$ cat src/rtl/acc_defines.svh
// Register offsets, field positions and reset values of the comparator control block.
`ifndef ACC_DEFINES_SVH
`define ACC_DEFINES_SVH
`define ACC_OFF_STATUS_CTRL 8'h50
`define ACC_OFF_CONV_CTRL_B 8'h7B
`define ACC_OFF_PIN_DISABLE 8'h7F
`define ACC_OFF_IRQ_STATUS 8'h80
`define ACC_OFF_IRQ_MASK 8'h84
`define ACC_BIT_DISABLE 7
`define ACC_BIT_BANDGAP 6
`define ACC_BIT_RESULT 5
`define ACC_BIT_FLAG 4
`define ACC_BIT_IRQ_EN 3
`define ACC_BIT_CAPTURE 2
`define ACC_BIT_MODE_HI 1
`define ACC_BIT_MODE_LO 0
`define ACC_BIT_MUX_EN 6
`define ACC_BIT_NEG_PIN_DIS 1
`define ACC_BIT_POS_PIN_DIS 0
`define ACC_CONV_CTRL_B_MASK 8'h47
`define ACC_PIN_DISABLE_MASK 8'h03
`define ACC_RESET_BYTE 8'h00
`define ACC_RESET_MASK 2'h0
`endif

$ cat src/rtl/acc_pkg.sv
// Types shared by the comparator control block.
package acc_pkg;
   typedef enum logic [1:0] {
      ACC_MODE_TOGGLE = 2'h0,
      ACC_MODE_RSVD = 2'h1,
      ACC_MODE_FALL = 2'h2,
      ACC_MODE_RISE = 2'h3
   } acc_mode_t;
   typedef enum logic [2:0] {
      ACC_BUS_IDLE = 3'h1,
      ACC_BUS_ACK = 3'h2,
      ACC_BUS_DONE = 3'h4
   } acc_bus_t;
endpackage

$ cat src/rtl/acc_sync.sv
// Two flip-flop synchroniser for the raw comparator output.
`timescale 1ns/100ps
module acc_sync
(
   input wire logic clk_i,
   input wire logic rst_i,
   input wire logic async_i,
   output logic sync_o
);
   typedef struct packed
   {
      logic meta;
      logic sync;
   } acc_sync_state_t;
   acc_sync_state_t state_ff;
   acc_sync_state_t nxt_state;

   // The first stage feeds only the second stage.
   always_comb
   begin
      nxt_state.meta = async_i;
      nxt_state.sync = state_ff.meta;
   end

   // Both stages clear on reset.
   always_ff @(posedge clk_i)
   begin
      if (rst_i)
         state_ff <= '0;
      else
         state_ff <= nxt_state;
   end

   assign sync_o = state_ff.sync;
endmodule // acc_sync

$ cat src/rtl/acc_ctrl.sv
// Analog comparator control with a classic Wishbone register slave.
// Operation
// - Result is high when positive input exceeds negative input.
// - Mux enable and converter off choose channel 0..7 as negative input.
// - Bandgap select feeds bandgap to positive input, else positive pin.
// - Raw output is synchronised before reading, one to two cycles late.
// - Flag sets on the edge event chosen by the mode bits.
// - Flag clears on vector acknowledge or on writing one.
// - Request asserts only with flag, enable and global enable.
// - Mode 00 toggle, 10 falling, 11 rising, 01 reserved.
// - Disable bit powers the comparator off; zero powers it on.
// - Capture routing bit connects the result to the timer capture input.
// - Pin disable bits stop input buffers and force readback to zero.
// - Unused pin disable bits read as zero.
`timescale 1ns/100ps
`include "acc_defines.svh"
module acc_ctrl
(
   input wire logic clk_i,
   input wire logic rst_i,
   input wire logic wb_cyc_i,
   input wire logic wb_stb_i,
   input wire logic wb_we_i,
   input wire logic [7:0] wb_adr_i,
   input wire logic [3:0] wb_sel_i,
   input wire logic [31:0] wb_dat_i,
   output logic [31:0] wb_dat_o,
   output logic wb_ack_o,
   input wire logic comparator_raw_i,
   output logic comparator_power_down_o,
   output logic positive_bandgap_sel_o,
   output logic negative_from_mux_o,
   output logic [2:0] negative_channel_o,
   input wire logic converter_enable_i,
   input wire logic [2:0] channel_select_i,
   input wire logic global_irq_enable_i,
   input wire logic irq_vector_ack_i,
   output logic comparator_irq_o,
   output logic capture_trigger_o,
   output logic capture_routing_enable_o,
   output logic [2:0] converter_trigger_select_o,
   output logic negative_pin_buffer_off_o,
   output logic positive_pin_buffer_off_o,
   input wire logic negative_pin_digital_i,
   input wire logic positive_pin_digital_i,
   output logic negative_pin_readback_o,
   output logic positive_pin_readback_o,
   output logic event_irq_o
);
   import acc_pkg::*;

   typedef struct packed
   {
      acc_bus_t bus;
      logic [31:0] rdata;
      logic [7:0] status_ctrl;
      logic [7:0] conv_ctrl_b;
      logic [1:0] pin_disable;
      logic [1:0] evt_status;
      logic [1:0] evt_mask;
      logic result_prev;
      logic readback_neg;
      logic readback_pos;
   } acc_state_t;

   acc_state_t state_ff;
   acc_state_t nxt_state;
   logic result_sync;
   logic [1:0] pin_digital;
   logic [1:0] pin_sync;
   logic edge_rise;
   logic edge_fall;
   logic mode_event;
   logic access;
   logic wr_en;
   logic [7:0] wbyte;
   logic [7:0] rd_byte;
   acc_mode_t mode;

   // Raw comparator output enters the clock domain here.
   acc_sync u_sync
   (
      .clk_i(clk_i),
      .rst_i(rst_i),
      .async_i(comparator_raw_i),
      .sync_o(result_sync)
   );

   // Each pin level passes its own two flip-flops before the readback logic sees it.
   assign pin_digital = {negative_pin_digital_i, positive_pin_digital_i};
   generate
      for (genvar pin = 0; pin < 2; pin++)
      begin : g_pin_sync
         acc_sync u_pin_sync
         (
            .clk_i(clk_i),
            .rst_i(rst_i),
            .async_i(pin_digital[pin]),
            .sync_o(pin_sync[pin])
         );
      end
   endgenerate

   // Edge detection on the synchronised result and mode decode.
   assign mode = acc_mode_t'(state_ff.status_ctrl[`ACC_BIT_MODE_HI:`ACC_BIT_MODE_LO]);
   assign edge_rise = result_sync & ~state_ff.result_prev;
   assign edge_fall = ~result_sync & state_ff.result_prev;
   always_comb
   begin
      case (mode)
         ACC_MODE_TOGGLE: mode_event = edge_rise | edge_fall;
         ACC_MODE_FALL: mode_event = edge_fall;
         ACC_MODE_RISE: mode_event = edge_rise;
         default: mode_event = 1'b0;
      endcase
   end

   // Bus decode; the lane for the addressed byte is byte lane 0.
   assign access = wb_cyc_i & wb_stb_i & (state_ff.bus == ACC_BUS_IDLE);
   assign wr_en = access & wb_we_i & wb_sel_i[0];
   assign wbyte = wb_dat_i[7:0];

   // Read multiplexer; unmapped addresses read as zero.
   always_comb
   begin
      case (wb_adr_i)
         `ACC_OFF_STATUS_CTRL:
         begin
            rd_byte = state_ff.status_ctrl;
            rd_byte[`ACC_BIT_RESULT] = result_sync;
         end
         `ACC_OFF_CONV_CTRL_B: rd_byte = state_ff.conv_ctrl_b & `ACC_CONV_CTRL_B_MASK;
         `ACC_OFF_PIN_DISABLE: rd_byte = {6'h00, state_ff.pin_disable};
         `ACC_OFF_IRQ_STATUS: rd_byte = {6'h00, state_ff.evt_status};
         `ACC_OFF_IRQ_MASK: rd_byte = {6'h00, state_ff.evt_mask};
         default: rd_byte = 8'h00;
      endcase
   end

   // Next state of the bus, registers and flags.
   always_comb
   begin
      nxt_state = state_ff;
      nxt_state.result_prev = result_sync;
      nxt_state.readback_neg = pin_sync[`ACC_BIT_NEG_PIN_DIS]
         & ~state_ff.pin_disable[`ACC_BIT_NEG_PIN_DIS];
      nxt_state.readback_pos = pin_sync[`ACC_BIT_POS_PIN_DIS]
         & ~state_ff.pin_disable[`ACC_BIT_POS_PIN_DIS];
      case (state_ff.bus)
         ACC_BUS_IDLE:
         begin
            if (access)
            begin
               nxt_state.bus = ACC_BUS_ACK;
               nxt_state.rdata = {24'h000000, rd_byte};
            end
         end
         ACC_BUS_ACK: nxt_state.bus = ACC_BUS_DONE;
         ACC_BUS_DONE: nxt_state.bus = ACC_BUS_IDLE;
         default: nxt_state.bus = ACC_BUS_IDLE;
      endcase
      if (wr_en)
      begin
         case (wb_adr_i)
            `ACC_OFF_STATUS_CTRL:
            begin
               nxt_state.status_ctrl[`ACC_BIT_DISABLE] = wbyte[`ACC_BIT_DISABLE];
               nxt_state.status_ctrl[`ACC_BIT_BANDGAP] = wbyte[`ACC_BIT_BANDGAP];
               nxt_state.status_ctrl[3:0] = wbyte[3:0];
               if (wbyte[`ACC_BIT_FLAG])
                  nxt_state.status_ctrl[`ACC_BIT_FLAG] = 1'b0;
            end
            `ACC_OFF_CONV_CTRL_B: nxt_state.conv_ctrl_b = wbyte & `ACC_CONV_CTRL_B_MASK;
            `ACC_OFF_PIN_DISABLE: nxt_state.pin_disable = wbyte[1:0];
            `ACC_OFF_IRQ_STATUS: nxt_state.evt_status = state_ff.evt_status & ~wbyte[1:0];
            `ACC_OFF_IRQ_MASK: nxt_state.evt_mask = wbyte[1:0];
            default: nxt_state.evt_mask = state_ff.evt_mask;
         endcase
      end
      if (irq_vector_ack_i)
         nxt_state.status_ctrl[`ACC_BIT_FLAG] = 1'b0;
      // A new event wins over a clear in the same cycle.
      if (mode_event)
         nxt_state.status_ctrl[`ACC_BIT_FLAG] = 1'b1;
      nxt_state.status_ctrl[`ACC_BIT_RESULT] = 1'b0;
      if (edge_rise)
         nxt_state.evt_status[0] = 1'b1;
      if (edge_fall)
         nxt_state.evt_status[1] = 1'b1;
   end

   // State register.
   always_ff @(posedge clk_i)
   begin
      if (rst_i)
      begin
         state_ff <= '0;
         state_ff.bus <= ACC_BUS_IDLE;
      end
      else
         state_ff <= nxt_state;
   end

   // Bus answers one cycle after the request is taken.
   assign wb_ack_o = (state_ff.bus == ACC_BUS_ACK);
   assign wb_dat_o = state_ff.rdata;

   // Analog steering outputs.
   assign comparator_power_down_o = state_ff.status_ctrl[`ACC_BIT_DISABLE];
   assign positive_bandgap_sel_o = state_ff.status_ctrl[`ACC_BIT_BANDGAP];
   assign negative_from_mux_o = state_ff.conv_ctrl_b[`ACC_BIT_MUX_EN] & ~converter_enable_i;
   assign negative_channel_o = channel_select_i;
   assign converter_trigger_select_o = state_ff.conv_ctrl_b[2:0];

   // Interrupt requests, capture routing and pin buffer outputs.
   assign comparator_irq_o = state_ff.status_ctrl[`ACC_BIT_FLAG]
      & state_ff.status_ctrl[`ACC_BIT_IRQ_EN] & global_irq_enable_i;
   assign capture_routing_enable_o = state_ff.status_ctrl[`ACC_BIT_CAPTURE];
   assign capture_trigger_o = result_sync & state_ff.status_ctrl[`ACC_BIT_CAPTURE];
   assign negative_pin_buffer_off_o = state_ff.pin_disable[`ACC_BIT_NEG_PIN_DIS];
   assign positive_pin_buffer_off_o = state_ff.pin_disable[`ACC_BIT_POS_PIN_DIS];
   assign negative_pin_readback_o = state_ff.readback_neg;
   assign positive_pin_readback_o = state_ff.readback_pos;
   assign event_irq_o = |(state_ff.evt_status & state_ff.evt_mask);

   // Flag follows a rising edge in rising mode within one cycle.
   rise_sets_flag_a: assert property (@(posedge clk_i) disable iff (rst_i)
      (mode == ACC_MODE_RISE && edge_rise) |=> state_ff.status_ctrl[`ACC_BIT_FLAG])
      else $error("rising edge did not set flag");
   // Reserved mode never sets the flag by itself.
   reserved_mode_quiet_a: assert property (@(posedge clk_i) disable iff (rst_i)
      (mode == ACC_MODE_RSVD && !state_ff.status_ctrl[`ACC_BIT_FLAG] && !wr_en)
      |=> !state_ff.status_ctrl[`ACC_BIT_FLAG])
      else $error("reserved mode set flag");
   // Vector acknowledge clears the flag unless a new event arrives.
   vector_clears_flag_a: assert property (@(posedge clk_i) disable iff (rst_i)
      (irq_vector_ack_i && !mode_event) |=> !state_ff.status_ctrl[`ACC_BIT_FLAG])
      else $error("vector did not clear flag");
   // Request needs flag, enable and global enable.
   irq_gate_a: assert property (@(posedge clk_i) disable iff (rst_i)
      comparator_irq_o |-> (state_ff.status_ctrl[`ACC_BIT_FLAG] && global_irq_enable_i
      && state_ff.status_ctrl[`ACC_BIT_IRQ_EN]))
      else $error("request without all enables");
   // Result follows a raw input held high for three cycles.
   result_sync_a: assert property (@(posedge clk_i) disable iff (rst_i)
      (comparator_raw_i [*3]) |-> result_sync)
      else $error("result did not follow input");
   // Mux path only while converter is off.
   mux_neg_a: assert property (@(posedge clk_i) disable iff (rst_i)
      negative_from_mux_o |-> !converter_enable_i)
      else $error("mux used while converter on");
   // Disabled negative pin reads back zero.
   pin_readback_a: assert property (@(posedge clk_i) disable iff (rst_i)
      $past(state_ff.pin_disable[1]) |-> !negative_pin_readback_o)
      else $error("disabled pin read nonzero");
   // Capture output is silent when routing is off.
   capture_route_a: assert property (@(posedge clk_i) disable iff (rst_i)
      !state_ff.status_ctrl[`ACC_BIT_CAPTURE] |-> !capture_trigger_o)
      else $error("capture trigger without routing");
   // Writing disable bit powers comparator off next cycle.
   power_off_a: assert property (@(posedge clk_i) disable iff (rst_i)
      (wr_en && wb_adr_i == `ACC_OFF_STATUS_CTRL && wbyte[7]) |=> comparator_power_down_o)
      else $error("disable write ignored");
   // Writing the disable bit as zero powers the comparator on next cycle.
   power_on_a: assert property (@(posedge clk_i) disable iff (rst_i)
      (wr_en && wb_adr_i == `ACC_OFF_STATUS_CTRL && !wbyte[`ACC_BIT_DISABLE])
      |=> !comparator_power_down_o)
      else $error("enable write ignored");
   // Disabled positive pin reads back zero.
   pos_readback_a: assert property (@(posedge clk_i) disable iff (rst_i)
      $past(state_ff.pin_disable[`ACC_BIT_POS_PIN_DIS]) |-> !positive_pin_readback_o)
      else $error("disabled positive pin read nonzero");
   // Writing one to the flag clears it unless a new event arrives.
   flag_w1c_a: assert property (@(posedge clk_i) disable iff (rst_i)
      (wr_en && wb_adr_i == `ACC_OFF_STATUS_CTRL && wbyte[`ACC_BIT_FLAG] && !mode_event)
      |=> !state_ff.status_ctrl[`ACC_BIT_FLAG])
      else $error("write one did not clear flag");
   // Bandgap steering follows the written bit.
   bandgap_follow_a: assert property (@(posedge clk_i) disable iff (rst_i)
      (wr_en && wb_adr_i == `ACC_OFF_STATUS_CTRL)
      |=> positive_bandgap_sel_o == $past(wbyte[`ACC_BIT_BANDGAP]))
      else $error("bandgap select did not follow write");
   // Unused pin disable bits read as zero.
   pin_upper_zero_a: assert property (@(posedge clk_i) disable iff (rst_i)
      (access && wb_adr_i == `ACC_OFF_PIN_DISABLE) |=> wb_dat_o[7:2] == 6'h00)
      else $error("unused pin disable bits read nonzero");
   // Flag follows a falling edge in falling mode within one cycle.
   fall_sets_flag_a: assert property (@(posedge clk_i) disable iff (rst_i)
      (mode == ACC_MODE_FALL && edge_fall) |=> state_ff.status_ctrl[`ACC_BIT_FLAG])
      else $error("falling edge did not set flag");
   // Flag follows either edge in toggle mode within one cycle.
   toggle_sets_flag_a: assert property (@(posedge clk_i) disable iff (rst_i)
      (mode == ACC_MODE_TOGGLE && (edge_rise || edge_fall))
      |=> state_ff.status_ctrl[`ACC_BIT_FLAG])
      else $error("toggle did not set flag");
   // A rising edge is a change of the synchronised result since the last cycle.
   edge_from_past_a: assert property (@(posedge clk_i) disable iff (rst_i)
      edge_rise |-> (result_sync && !$past(result_sync)))
      else $error("rising edge without result change");
   // Flag, enable and global enable together raise the request.
   irq_raise_a: assert property (@(posedge clk_i) disable iff (rst_i)
      (state_ff.status_ctrl[`ACC_BIT_FLAG] && state_ff.status_ctrl[`ACC_BIT_IRQ_EN]
      && global_irq_enable_i) |-> comparator_irq_o)
      else $error("request missing with all enables");
   // Read data carries the synchronised result taken with the request.
   result_read_a: assert property (@(posedge clk_i) disable iff (rst_i)
      (access && wb_adr_i == `ACC_OFF_STATUS_CTRL)
      |=> wb_dat_o[`ACC_BIT_RESULT] == $past(result_sync))
      else $error("result bit not read back");
   // Setting the mux enable with the converter off selects the mux path.
   mux_select_a: assert property (@(posedge clk_i) disable iff (rst_i)
      (wr_en && wb_adr_i == `ACC_OFF_CONV_CTRL_B && wbyte[`ACC_BIT_MUX_EN])
      |=> (negative_from_mux_o || converter_enable_i))
      else $error("mux path not selected");
endmodule // acc_ctrl

$ cat config.mk
export PLATFORM = sky130hd
export DESIGN_NAME = acc_ctrl
export DESIGN_NICKNAME = d
export VERILOG_FILES = /design/src/rtl/acc_pkg.sv /design/src/rtl/acc_sync.sv /design/src/rtl/acc_ctrl.sv
export VERILOG_INCLUDE_DIRS = /design/src /design/src/rtl
export SDC_FILE = /design/constraint.sdc
export NUM_CORES = 1
export LEC_CHECK = 0
export ABC_AREA = 1
export BUFFER_PORTS_ARGS = -buffer_cell sky130_fd_sc_hd__buf_2
export CAP_MARGIN = 10
export CORE_MARGIN = 2
export CORE_UTILIZATION = 48
export DETAILED_ROUTE_END_ITERATION = 10
export PLACE_DENSITY = 0.86
export SLEW_MARGIN = 10
export SYNTH_ARGS = -nofsm -noshare
export SYNTH_HDL_FRONTEND = slang
export SYNTH_SLANG_ARGS = --single-unit
$ cat constraint.sdc
create_clock -name clk_i -period 2.3 [get_ports clk_i]
set_input_delay 0.345 -clock clk_i [delete_from_list [all_inputs] [get_ports clk_i]]
set_output_delay 0.345 -clock clk_i [all_outputs]
set_load 0.05 [all_outputs]
==> impl_results.md, run 1 <==
- Share of cells above drive strength 1: 0.217
- CTS hold repair buffers: 0
- Adder-Cell Fraction of Synth Area: 0.0129
- Overall routed net length: about 4000 um
- Worst setup path category: register to register
- Category of the worst setup path launch point: register
- IR Drop Worst-Case VDD: 0.000383 V
- DRT antenna net count: 0
- Final antenna diode count: 0
- Part of the power in the clock network: 0.336
- Non-filler cells, final: 364
- Main synth FF type: dfxtp_1
- Max-slew violation count: 0
- Detailed placer's ending HPWL: between 2000 and 3000 um
- CP max stage delay: 0.45 ns
- Portion of netlist area occupied by mux cells: 0
- Portion of total power attributed to sequential cells: 0.505
- Number of antenna violations at the first check in global routing: 0
- Fraction of power spent switching nets: 0.289
- Min-Delay Path Class: input port to register
- Total buffers and inverters traversed by the critical path: 1
- Switching power: 380 uW
- Static leakage power: between 0.001 and 0.0015 uW
- Max cap viols: 0
- Areal power density over the cells: 621 nW/um^2
- Setup Slack @ Placement: between 0.6 and 0.7 ns
- Synthesized-area fraction occupied by xor and xnor cells: 0
- Final Critical Period: 1.58 ns
- GR peak layer: met2
- Fraction of the mapped netlist area in compound gates: 0.0822
- DIE WIDTH: 67.5 um
- FP Rows: 23
- Reg2reg start: state_ff[59]
- Commonest non-fill, non-tap cells in the layout: 56 x nor2_1, 49 x buf_2, 40 x nand2_1, 37 x dfxtp_1, 30 x inv_1
- H-tree depth reported by CTS: 2
- First-pass GRT wire length: 6190 um
- Met2 global-route usage: 0.290
- Timing startpoint of the critical path: state_ff[59]
- Area of combinational cells with multiple inputs: 841 um^2
- Fmax: 631 MHz
- Endpoint type of the worst setup path: register
- Met3 Resource Use GR: 0.0450
- Crit path arrival time: 1.75 ns
- Synthesis-to-finish area growth: 9.32%
- CTS tree: built
- Main combinational cell family by area after synthesis: simple AND/OR/NAND/NOR gates
- Required time at the endpoint of the critical path: 2.47 ns
- Cts repair resizes: 0
- Port Buffer Count: slightly below 50
- Final setup skew: 0.00553 ns
- Vias in the first global route: 1441
- Final Power: 1310 uW
- Die outline area: 4550 um^2
- Share of the yosys chip area belonging to registers: 0.383
- Vertical die dimension: 67.5 um
- Length of the first detailed-routing pass in iterations: 4
- Leading cell type in the layout, fill and taps excluded: nor2_1
- Maximum number of pins on one net before global-route repair: 22
- Endpoint of the most critical register-to-register path: state_ff[3]
- Leftover overflow at the end of global routing: 0
- Clk Latency, worst-skew pair: 0.28 ns
- Nets: 374
- Clock edge transition at the registers on the reported setup and hold paths: roughly 0.07 ns
- Minimum setup slack in the final design: 0.715 ns
- Final estimated routing congestion in global placement: 0.818
- Worst setup path endpoint: state_ff[3]
- Worst-path cell chain: inv_1 -> nand3_1 -> nor2_2 -> nand4_1 -> o21ai_0 -> nor2_1
- Number of primary I/O pins: 108
- Met1 layer usage reported by global route: 0.229
- Cell count along the critical path: 6
- Total negative slack: 0 ns
- Number of buffers inserted during clock tree synthesis: 5
- Share of the clock period used by the worst path: 0.689
- CP Max Fanout: 14
- Via density: 4.71
- Effective utilization at floorplan: 0.490
- Run status: completed
- Cells after Synth: between 200 and 300
- Fill cells: 403
- Number of synthesized flops with an enable pin: 0
- FF/Latch Area: 741 um^2
- Placed instance count: around 360
- Slew HR: 0.631
- Internal portion of total power: 933 uW
- Total count of hold-check failures in the final report: 0
- Final count of negative-setup-slack endpoints: 0
- Overall fraction of global-route tracks in use: 0.181
- Worst R2R Setup Slack: 0.72 ns
- Syn. warnings: 0
- Clk root buf: clkbuf_8
- Cell count of the worst reg-to-reg path: 6
- Post-synthesis cell type count: 23
- Detailed-route DRC error count: 0
- Setup repair after global routing missed its margin: false
- Register bit total from synthesis: 37
- Area of the core region: about 4000 um^2
- Via count: around 1700
- Number of buffers on the longest clock path: 2
- Post-synthesis share of cell area spent on and, or, nand and nor gates: 0.293
- Average size of a mapped cell: 6.98 um^2
- Post-CTS setup-driven buffer insertion count: 0
- Worst Max-Slew Pin Slew: about 0.55 ns
- Initial DRC count: slightly above 90
- Post-synthesis async set-or-reset flop share: 0
- Design area: 2110 um^2
- CP max stage cell: nor2_2
- Combined area of all synthesized cells: 1930 um^2
- Post-detailed-route wirelength per cell: approximately 11 um
- TritonCTS Sinks: 37
- Gate family responsible for the most delay along the worst path: simple AND/OR/NAND/NOR gates
- Post-Place Cell Area: 2030 um^2
- Share of power burned in combinational logic: 0.159
## cell families after synthesis
kind of cell,count (synthesis)
AO/OA/AOI/OAI,31
adder cells (fa/ha/maj),2
buffers and inverters,77
flip-flops,37
other,1
AND/OR/NAND/NOR,129
## cell usage after synthesis, types with 2 or more instances
cell	count	area (um^2)
nor2_2	4	25.0
a21oi_1	11	55.1
nand3_1	14	70.1
buf_4	39	293
inv_1	30	113
clkinv_2	2	10.0
nand4_1	7	43.8
nor3_1	2	10.0
nor2_1	56	210
dfxtp_1	37	741
ha_1	2	25.0
o21ai_0	19	95.1
inv_2	2	7.51
clkbuf_1	4	15.0
nand2_1	40	150
## power by group through the flow
| stage | Clock, uW | Sequential [uW] | Combinational [uW] |
|---|---|---|---|
| floorplan | 0 | 679 | 212 |
| global placement | 0 | 677 | 204 |
| detailed placement | 0 | 677 | 208 |
| CTS | 457 | 663 | 208 |
| global route | 481 | 664 | 225 |
| finish | 441 | 663 | 209 |
## worst min-delay path by stage
stage	startpoint	cells past startpoint	end	slack, ns
after floorplan	g_pin_sync[0].u_pin_sync.nxt_state[0]	2	g_pin_sync[0].u_pin_sync.sync_o	0.39
after global placement	g_pin_sync[0].u_pin_sync.nxt_state[0]	2	g_pin_sync[0].u_pin_sync.sync_o	0.39
after detailed placement	u_sync.nxt_state[0]	2	u_sync.sync_o	0.40
after CTS	positive_pin_digital_i	3	g_pin_sync[0].u_pin_sync.nxt_state[0]	0.26
after global routing	negative_pin_digital_i	3	g_pin_sync[1].u_pin_sync.nxt_state[0]	0.27
final	comparator_raw_i	3	u_sync.nxt_state[0]	0.26
## routing by layer
layer / wire length, um / vias up
met5: 0 / -
met4: 88 / 0
met3: 334 / 11
met2: 1840 / 72
met1: 1650 / 753
li1: - / 877
## state kept, by name (all words and copies together), names as in the netlist
name                             flops
converter_trigger_select_o           3
comparator_power_down_o              1
state_ff                            11
negative_pin_buffer_off_o            1
mode                                 2
u_sync.nxt_state                     1
g_pin_sync.u_pin_sync.sync_o         2
positive_bandgap_sel_o               1
g_pin_sync.u_pin_sync.nxt_state      2
positive_pin_buffer_off_o            1
capture_routing_enable_o             1
u_sync.sync_o                        1
positive_pin_readback_o              1
negative_pin_readback_o              1
wb_dat_o                             8
## worst reg2reg max path, cell delays in order, from the launching register on
cell and delay, ns:
dfxtp_1 0.32, inv_1 0.05, nand3_1 0.13, nor2_2 0.45
nand4_1 0.23, o21ai_0 0.23, nor2_1 0.06
## stage by stage
| step | hold slack (ns) | utilization |
|---|---|---|
| finish | 0.261 | 0.536 |
| global placement | 0.391 | 0.514 |
| CTS | 0.258 | 0.536 |
| global route | 0.268 | 0.536 |
| detailed placement | 0.398 | 0.514 |
| floorplan | 0.388 | - |
## layout make-up
class | count | area share
repair buffers | 50 | 0.120
flip-flops and latches | 37 | 0.351
inverters | 34 | 0.0616
well taps | 50 | 0.0296
clock buffers | 7 | 0.0409
multi-input cells | 186 | 0.398
No activity file was read; power rests on OpenSTA's default activity.
==> run 2, diff against run 1 <==
--- a/config.mk
+++ b/config.mk
@@ -10,9 +10,9 @@
 export BUFFER_PORTS_ARGS = -buffer_cell sky130_fd_sc_hd__buf_2
 export CAP_MARGIN = 10
 export CORE_MARGIN = 2
-export CORE_UTILIZATION = 48
+export CORE_UTILIZATION = 40
 export DETAILED_ROUTE_END_ITERATION = 10
-export PLACE_DENSITY = 0.86
+export PLACE_DENSITY = 0.76
 export SLEW_MARGIN = 10
 export SYNTH_ARGS = -nofsm -noshare
 export SYNTH_HDL_FRONTEND = slang
==> constraint.sdc (replaced) <==
create_clock -name clk_i -period 1.3 [get_ports clk_i]
set_input_delay 0.195 -clock clk_i [delete_from_list [all_inputs] [get_ports clk_i]]
set_output_delay 0.195 -clock clk_i [all_outputs]
set_load 0.05 [all_outputs]
==> run 2 against run 1 <==
Global-route usage decreased by 3.0 points. Sequential power increased by 76%. Clock skew increased by 0.00067 ns. Routed wire length increased by 3.5%. Clock power increased by 80%. Count of clock-buffer cells in the layout unchanged. Hold slack got worse by 0.15 ns. Die area increased by 19%. Critical path depth decreased by 3.
==> impl_results.md, run 2 (synthesized netlist as in run 1, its figures left out) <==
- Run status: completed
- Min-Delay Path Class: input port to register
- Setup repair after global routing missed its margin: true
- Maximum number of pins on one net before global-route repair: 22
- Via density: 4.52
- Total count of hold-check failures in the final report: 0
- Switching power: about 700 uW
- Nets: 385
- Detailed placer's ending HPWL: 3120 um
- Number of antenna violations at the first check in global routing: 0
- Clock edge transition at the registers on the reported setup and hold paths: around 0.070 ns
- DRT antenna net count: 0
- Vertical die dimension: 73.5 um
- Static leakage power: 0.00115 uW
- Category of the worst setup path launch point: register
- Internal portion of total power: ~1700 uW
- CP Max Fanout: 2
- Non-filler cells, final: 379
- Post-CTS setup-driven buffer insertion count: 0
- Final count of negative-setup-slack endpoints: 0
- CTS tree: built
- H-tree depth reported by CTS: 2
- Number of buffers inserted during clock tree synthesis: 5
- Detailed-route DRC error count: 0
- Clk Latency, worst-skew pair: between 0.2 and 0.3 ns
- Overall routed net length: between 4000 and 5000 um
- Leftover overflow at the end of global routing: 0
- Overall fraction of global-route tracks in use: 0.152
- Max cap viols: 0
- Placed instance count: ~370
- Register ranked first by flip-flop count: state_ff
- Commonest non-fill, non-tap cells in the layout: 56 x nor2_1, 45 x buf_2, 38 x nand2_1, 35 x dfxtp_1, 28 x inv_1
- Fmax: 784 MHz
- Fill cells: 502
- Fraction of power spent switching nets: 0.295
- Share of power burned in combinational logic: 0.173
- Final design utilization: 0.493
- Effective utilization at floorplan: 0.412
- Via count: 1713
- Portion of total power attributed to sequential cells: 0.493
- Number of buffers on the longest clock path: 2
- Leading cell type in the layout, fill and taps excluded: nor2_1
- Required time at the endpoint of the critical path: roughly 1.1 ns
- DIE WIDTH: between 70 and 80 um
- Worst setup path category: register to output pin
- Number of primary I/O pins: about 110
- Endpoint type of the worst setup path: output pin
- Number of flip-flops under the largest register name: 11
- Vias in the first global route: 1448
- Share of the clock period used by the worst path: 0.981
- Length of the first detailed-routing pass in iterations: 4
- Areal power density over the cells: 1030 nW/um^2
- First-pass GRT wire length: 6240 um
- Final setup skew: ~0.0062 ns
- Final estimated routing congestion in global placement: 0.843
- Final antenna diode count: 0
- Port Buffer Count: 49
- Part of the power in the clock network: 0.334
- FP Rows: 25
- IR Drop Worst-Case VDD: 0.000722 V
- TritonCTS Sinks: 37
- Die outline area: 5410 um^2
- Crit path arrival time: 1.08 ns
- Post-detailed-route wirelength per cell: 10.7 um
- Max-slew violation count: 0
- Final Critical Period: 1.28 ns
- Area of the core region: 4690 um^2
- Clk root buf: clkbuf_8
- Hold Slack: 0.110 ns
- Final Power: 2380 uW
- Initial DRC count: 75
- Share of cells above drive strength 1: 0.289
- Total negative slack: 0 ns
- Synthesis-to-finish area growth: 19.7%
run 2: cell count changes in the layout (fill, tap and decap cells not counted), moves of 3 or more:
cell      before  now
clkbuf_4       0    3
o21ai_0       19    7
o21ai_1        0    5
buf_2         49   45
buf_4          1   10
o21ai_2        0    7
run 2: final timing paths:
path                                                            start                                     to  slack, ns  cells after the start
worst max-delay path                                     state_ff[59]                               wb_ack_o       0.02                      3
worst min register to register  g_pin_sync[0].u_pin_sync.nxt_state[0]        g_pin_sync[0].u_pin_sync.sync_o       0.41                      2
worst max register to register                           state_ff[59]                                mode[1]       0.08                      7
worst min-delay path                           positive_pin_digital_i  g_pin_sync[0].u_pin_sync.nxt_state[0]       0.11                      3
run 2: worst max-delay path, stage by stage, from the launching register on:
cell and delay, ns:
dfxtp_2 0.33, buf_4 0.14, nor3_4 0.16, buf_6 0.18
run 2: final cells by class:
| type | count | area, um^2 | share of cell area |
|---|---|---|---|
| clock buffer | 7 | 86.3 | 0.0373 |
| inverter | 34 | 138 | 0.0595 |
| multi-input combinational | 186 | 915 | 0.395 |
| sequential | 37 | 743 | 0.321 |
| tap | 54 | 67.6 | 0.0292 |
| timing repair buffer | 61 | 365 | 0.158 |
run 2: layer usage:
| metal | part of all wire | GRT usage | vias to the layer above |
|---|---|---|---|
| met5 | 0 | 0 | - |
| met4 | 0.017 | 0.0667 | 0 |
| met3 | 0.066 | 0.0384 | 4 |
| met2 | 0.47 | 0.255 | 52 |
| met1 | 0.45 | 0.181 | 755 |
| li1 | - | - | 902 |
run 2: what timing repair did:
item / in CTS / in global routing
hold endpoints to repair: 0 / 0
pin swaps: 0 / 2
resized for setup: 3 / 38
hold buffers: 0 / 0
cloned: 0 / 0
endpoints found under the setup margin: 1 / 25
run 2: stage by stage:
| step | setup slack (ns) | cell area, um^2 |
|---|---|---|
| 5_1_grt | -0.0160 | 2310 |
| 2_1_floorplan | 0.0439 | 2020 |
| 3_3_place_gp | 0.0685 | 2130 |
| 6_report | 0.0247 | 2310 |
| 3_5_place_dp | 0.0250 | 2130 |
| 4_1_cts | -0.00270 | 2230 |
run 2: power groups by stage:
stage                     Clock [uW]  Combinational [uW]  Sequential [uW]
after detailed placement           0                 391             1200
final                            796                 411             1170
after global routing             868                 447             1180
after global placement             0                 386             1200
after floorplan                    0                 376             1200
after CTS                        822                 393             1170
==> run 3, diff against run 2 <==
--- a/config.mk
+++ b/config.mk
@@ -9,7 +9,6 @@
 export ABC_AREA = 1
 export BUFFER_PORTS_ARGS = -buffer_cell sky130_fd_sc_hd__buf_2
 export CAP_MARGIN = 10
-export CORE_MARGIN = 2
 export CORE_UTILIZATION = 40
 export DETAILED_ROUTE_END_ITERATION = 10
 export PLACE_DENSITY = 0.76
==> run 3 against run 2 <==
First-iteration DRC count grew 2.7%. Cell count grew 0.79%. Via count shrank 0.23%. Utilization grew 2.6 points. Critical path type unchanged. Critical endpoint unchanged. Largest power group is now the clock network.
==> impl_results.md, run 3 (synthesized netlist as in run 1, its figures left out) <==
- Run status: completed
- Design area: 2340 um^2
- Total count of hold-check failures in the final report: 0
- CP Max Fanout: 2
- Number of buffers on the longest clock path: 2
- First-pass GRT wire length: a little over 6000 um
- Number of buffers inserted during clock tree synthesis: 5
- Port Buffer Count: ~50
- Max-slew violation count: 0
- Reg2reg start: state_ff[59]
- Post-Place Cell Area: between 2000 and 2500 um^2
- Setup repair after global routing missed its margin: true
- Final setup skew: 0.00387 ns
- Nets: slightly below 400
- Via density: 4.47
- Length of the first detailed-routing pass in iterations: 4
- Number of antenna violations at the first check in global routing: 0
- TritonCTS Sinks: 37
- Share of cells above drive strength 1: 0.276
- Register ranked first by flip-flop count: state_ff
- Final Critical Period: approximately 1.3 ns
- Number of primary I/O pins: 108
- Clock edge transition at the registers on the reported setup and hold paths: 0.07 ns
- Worst setup path category: register to output pin
- Area of the core region: 4500 um^2
- Overall routed net length: a little under 4000 um
- Timing startpoint of the critical path: state_ff[59]
- Detailed-route DRC error count: 0
- Share of the clock period used by the worst path: 0.983
- Final design utilization: 0.519
- Max cap viols: 0
- Worst setup path endpoint: wb_ack_o
- Synthesis-to-finish area growth: 21.0%
- Via count: 1709
- DIE WIDTH: roughly 70 um
- Min-Delay Path Class: input port to register
- Clk Latency, worst-skew pair: approximately 0.29 ns
- FP Rows: 24
- Vertical die dimension: about 72 um
- Static leakage power: ~0.0012 uW
- Overall fraction of global-route tracks in use: 0.153
- Detailed placer's ending HPWL: 3050 um
- Required time at the endpoint of the critical path: 1.11 ns
- Cell count of the worst reg-to-reg path: 7
- Commonest non-fill, non-tap cells in the layout: 56 x nor2_1, 45 x buf_2, 40 x nand2_1, 35 x dfxtp_1, 30 x inv_1
- Fill cells: 443
- Final count of negative-setup-slack endpoints: 0
- Hold Slack: between 0.1 and 0.15 ns
- Vias in the first global route: between 1000 and 1500
- Worst R2R Setup Slack: about 0.04 ns
- Effective utilization at floorplan: 0.429
- Final antenna diode count: 0
- Die outline area: approximately 5100 um^2
- Maximum number of pins on one net before global-route repair: 22
- Category of the worst setup path launch point: register
- Leftover overflow at the end of global routing: 0
- Fmax: 783 MHz
- Crit path arrival time: 1.08 ns
- Leading cell type in the layout, fill and taps excluded: nor2_1
- IR Drop Worst-Case VDD: around 0.0010 V
- H-tree depth reported by CTS: 2
- Endpoint type of the worst setup path: output pin
- Post-detailed-route wirelength per cell: 10.3 um
- Endpoint of the most critical register-to-register path: mode[1]
- Areal power density over the cells: 1180 nW/um^2
- Initial DRC count: just under 80
- Clk root buf: clkbuf_8
- CTS hold repair buffers: 0
- CTS tree: built
- Final estimated routing congestion in global placement: 0.799
- DRT antenna net count: 0
- Number of flip-flops under the largest register name: 11
[run 3: layer usage]
| metal | global-route usage | vias up | share of wire |
|---|---|---|---|
| met5 | 0 | - | 0 |
| met4 | 0.0501 | 0 | 0.0086 |
| met3 | 0.0464 | 2 | 0.075 |
| met2 | 0.244 | 67 | 0.45 |
| met1 | 0.199 | 733 | 0.46 |
| li1 | - | 907 | - |
[run 3: stage by stage]
step	worst slack (ns)	instances	TNS, ns	power [uW]
final	0.0221	382	0	2750
after global routing	-0.0324	382	-0.269	2860
after CTS	-0.00497	381	-0.00497	2770
after detailed placement	0.0489	373	0	1590
after global placement	0.0697	373	0	1590
after floorplan	0.0439	300	0	1580
[run 3: repair_timing]
item,in CTS,in global routing
hold endpoints to repair,0,0
setup buffers,0,1
gates resized for setup,3,25
setup endpoints to repair,1,18
pin swaps,0,1
[run 3: power breakdown]
group / switching (uW) / internal [uW] / leakage [uW]
clock: 414 / 762 / 0.0000681
sequential: 12.4 / 1160 / 0.000301
combinational: 308 / 97.4 / 0.000830
[run 3: critical path, cell delays in order, from the launching register on]
cell and delay (ns):
dfxtp_2 0.32, buf_4 0.14, nor3_4 0.16, buf_6 0.18
[run 3: cell type report]
cell class | instances | area (um^2) | share of cell area
sequential | 37 | 743 | 0.318
timing repair buffer | 65 | 395 | 0.169
clock inverter | 3 | 65.1 | 0.0278
multi-input combinational | 186 | 870 | 0.372
tap | 52 | 65.1 | 0.0278
inverter | 34 | 133 | 0.0567
clock buffer | 5 | 68.8 | 0.0294
[run 3: worst min path at each step]
stage / from / end / cells past startpoint
after global placement: g_pin_sync[0].u_pin_sync.nxt_state[0] / g_pin_sync[0].u_pin_sync.sync_o / 2
final: positive_pin_digital_i / g_pin_sync[0].u_pin_sync.nxt_state[0] / 3
after floorplan: positive_pin_digital_i / g_pin_sync[0].u_pin_sync.nxt_state[0] / 2
after detailed placement: channel_select_i[0] / negative_channel_o[0] / 0
after global routing: negative_pin_digital_i / g_pin_sync[1].u_pin_sync.nxt_state[0] / 3
after CTS: positive_pin_digital_i / g_pin_sync[0].u_pin_sync.nxt_state[0] / 3
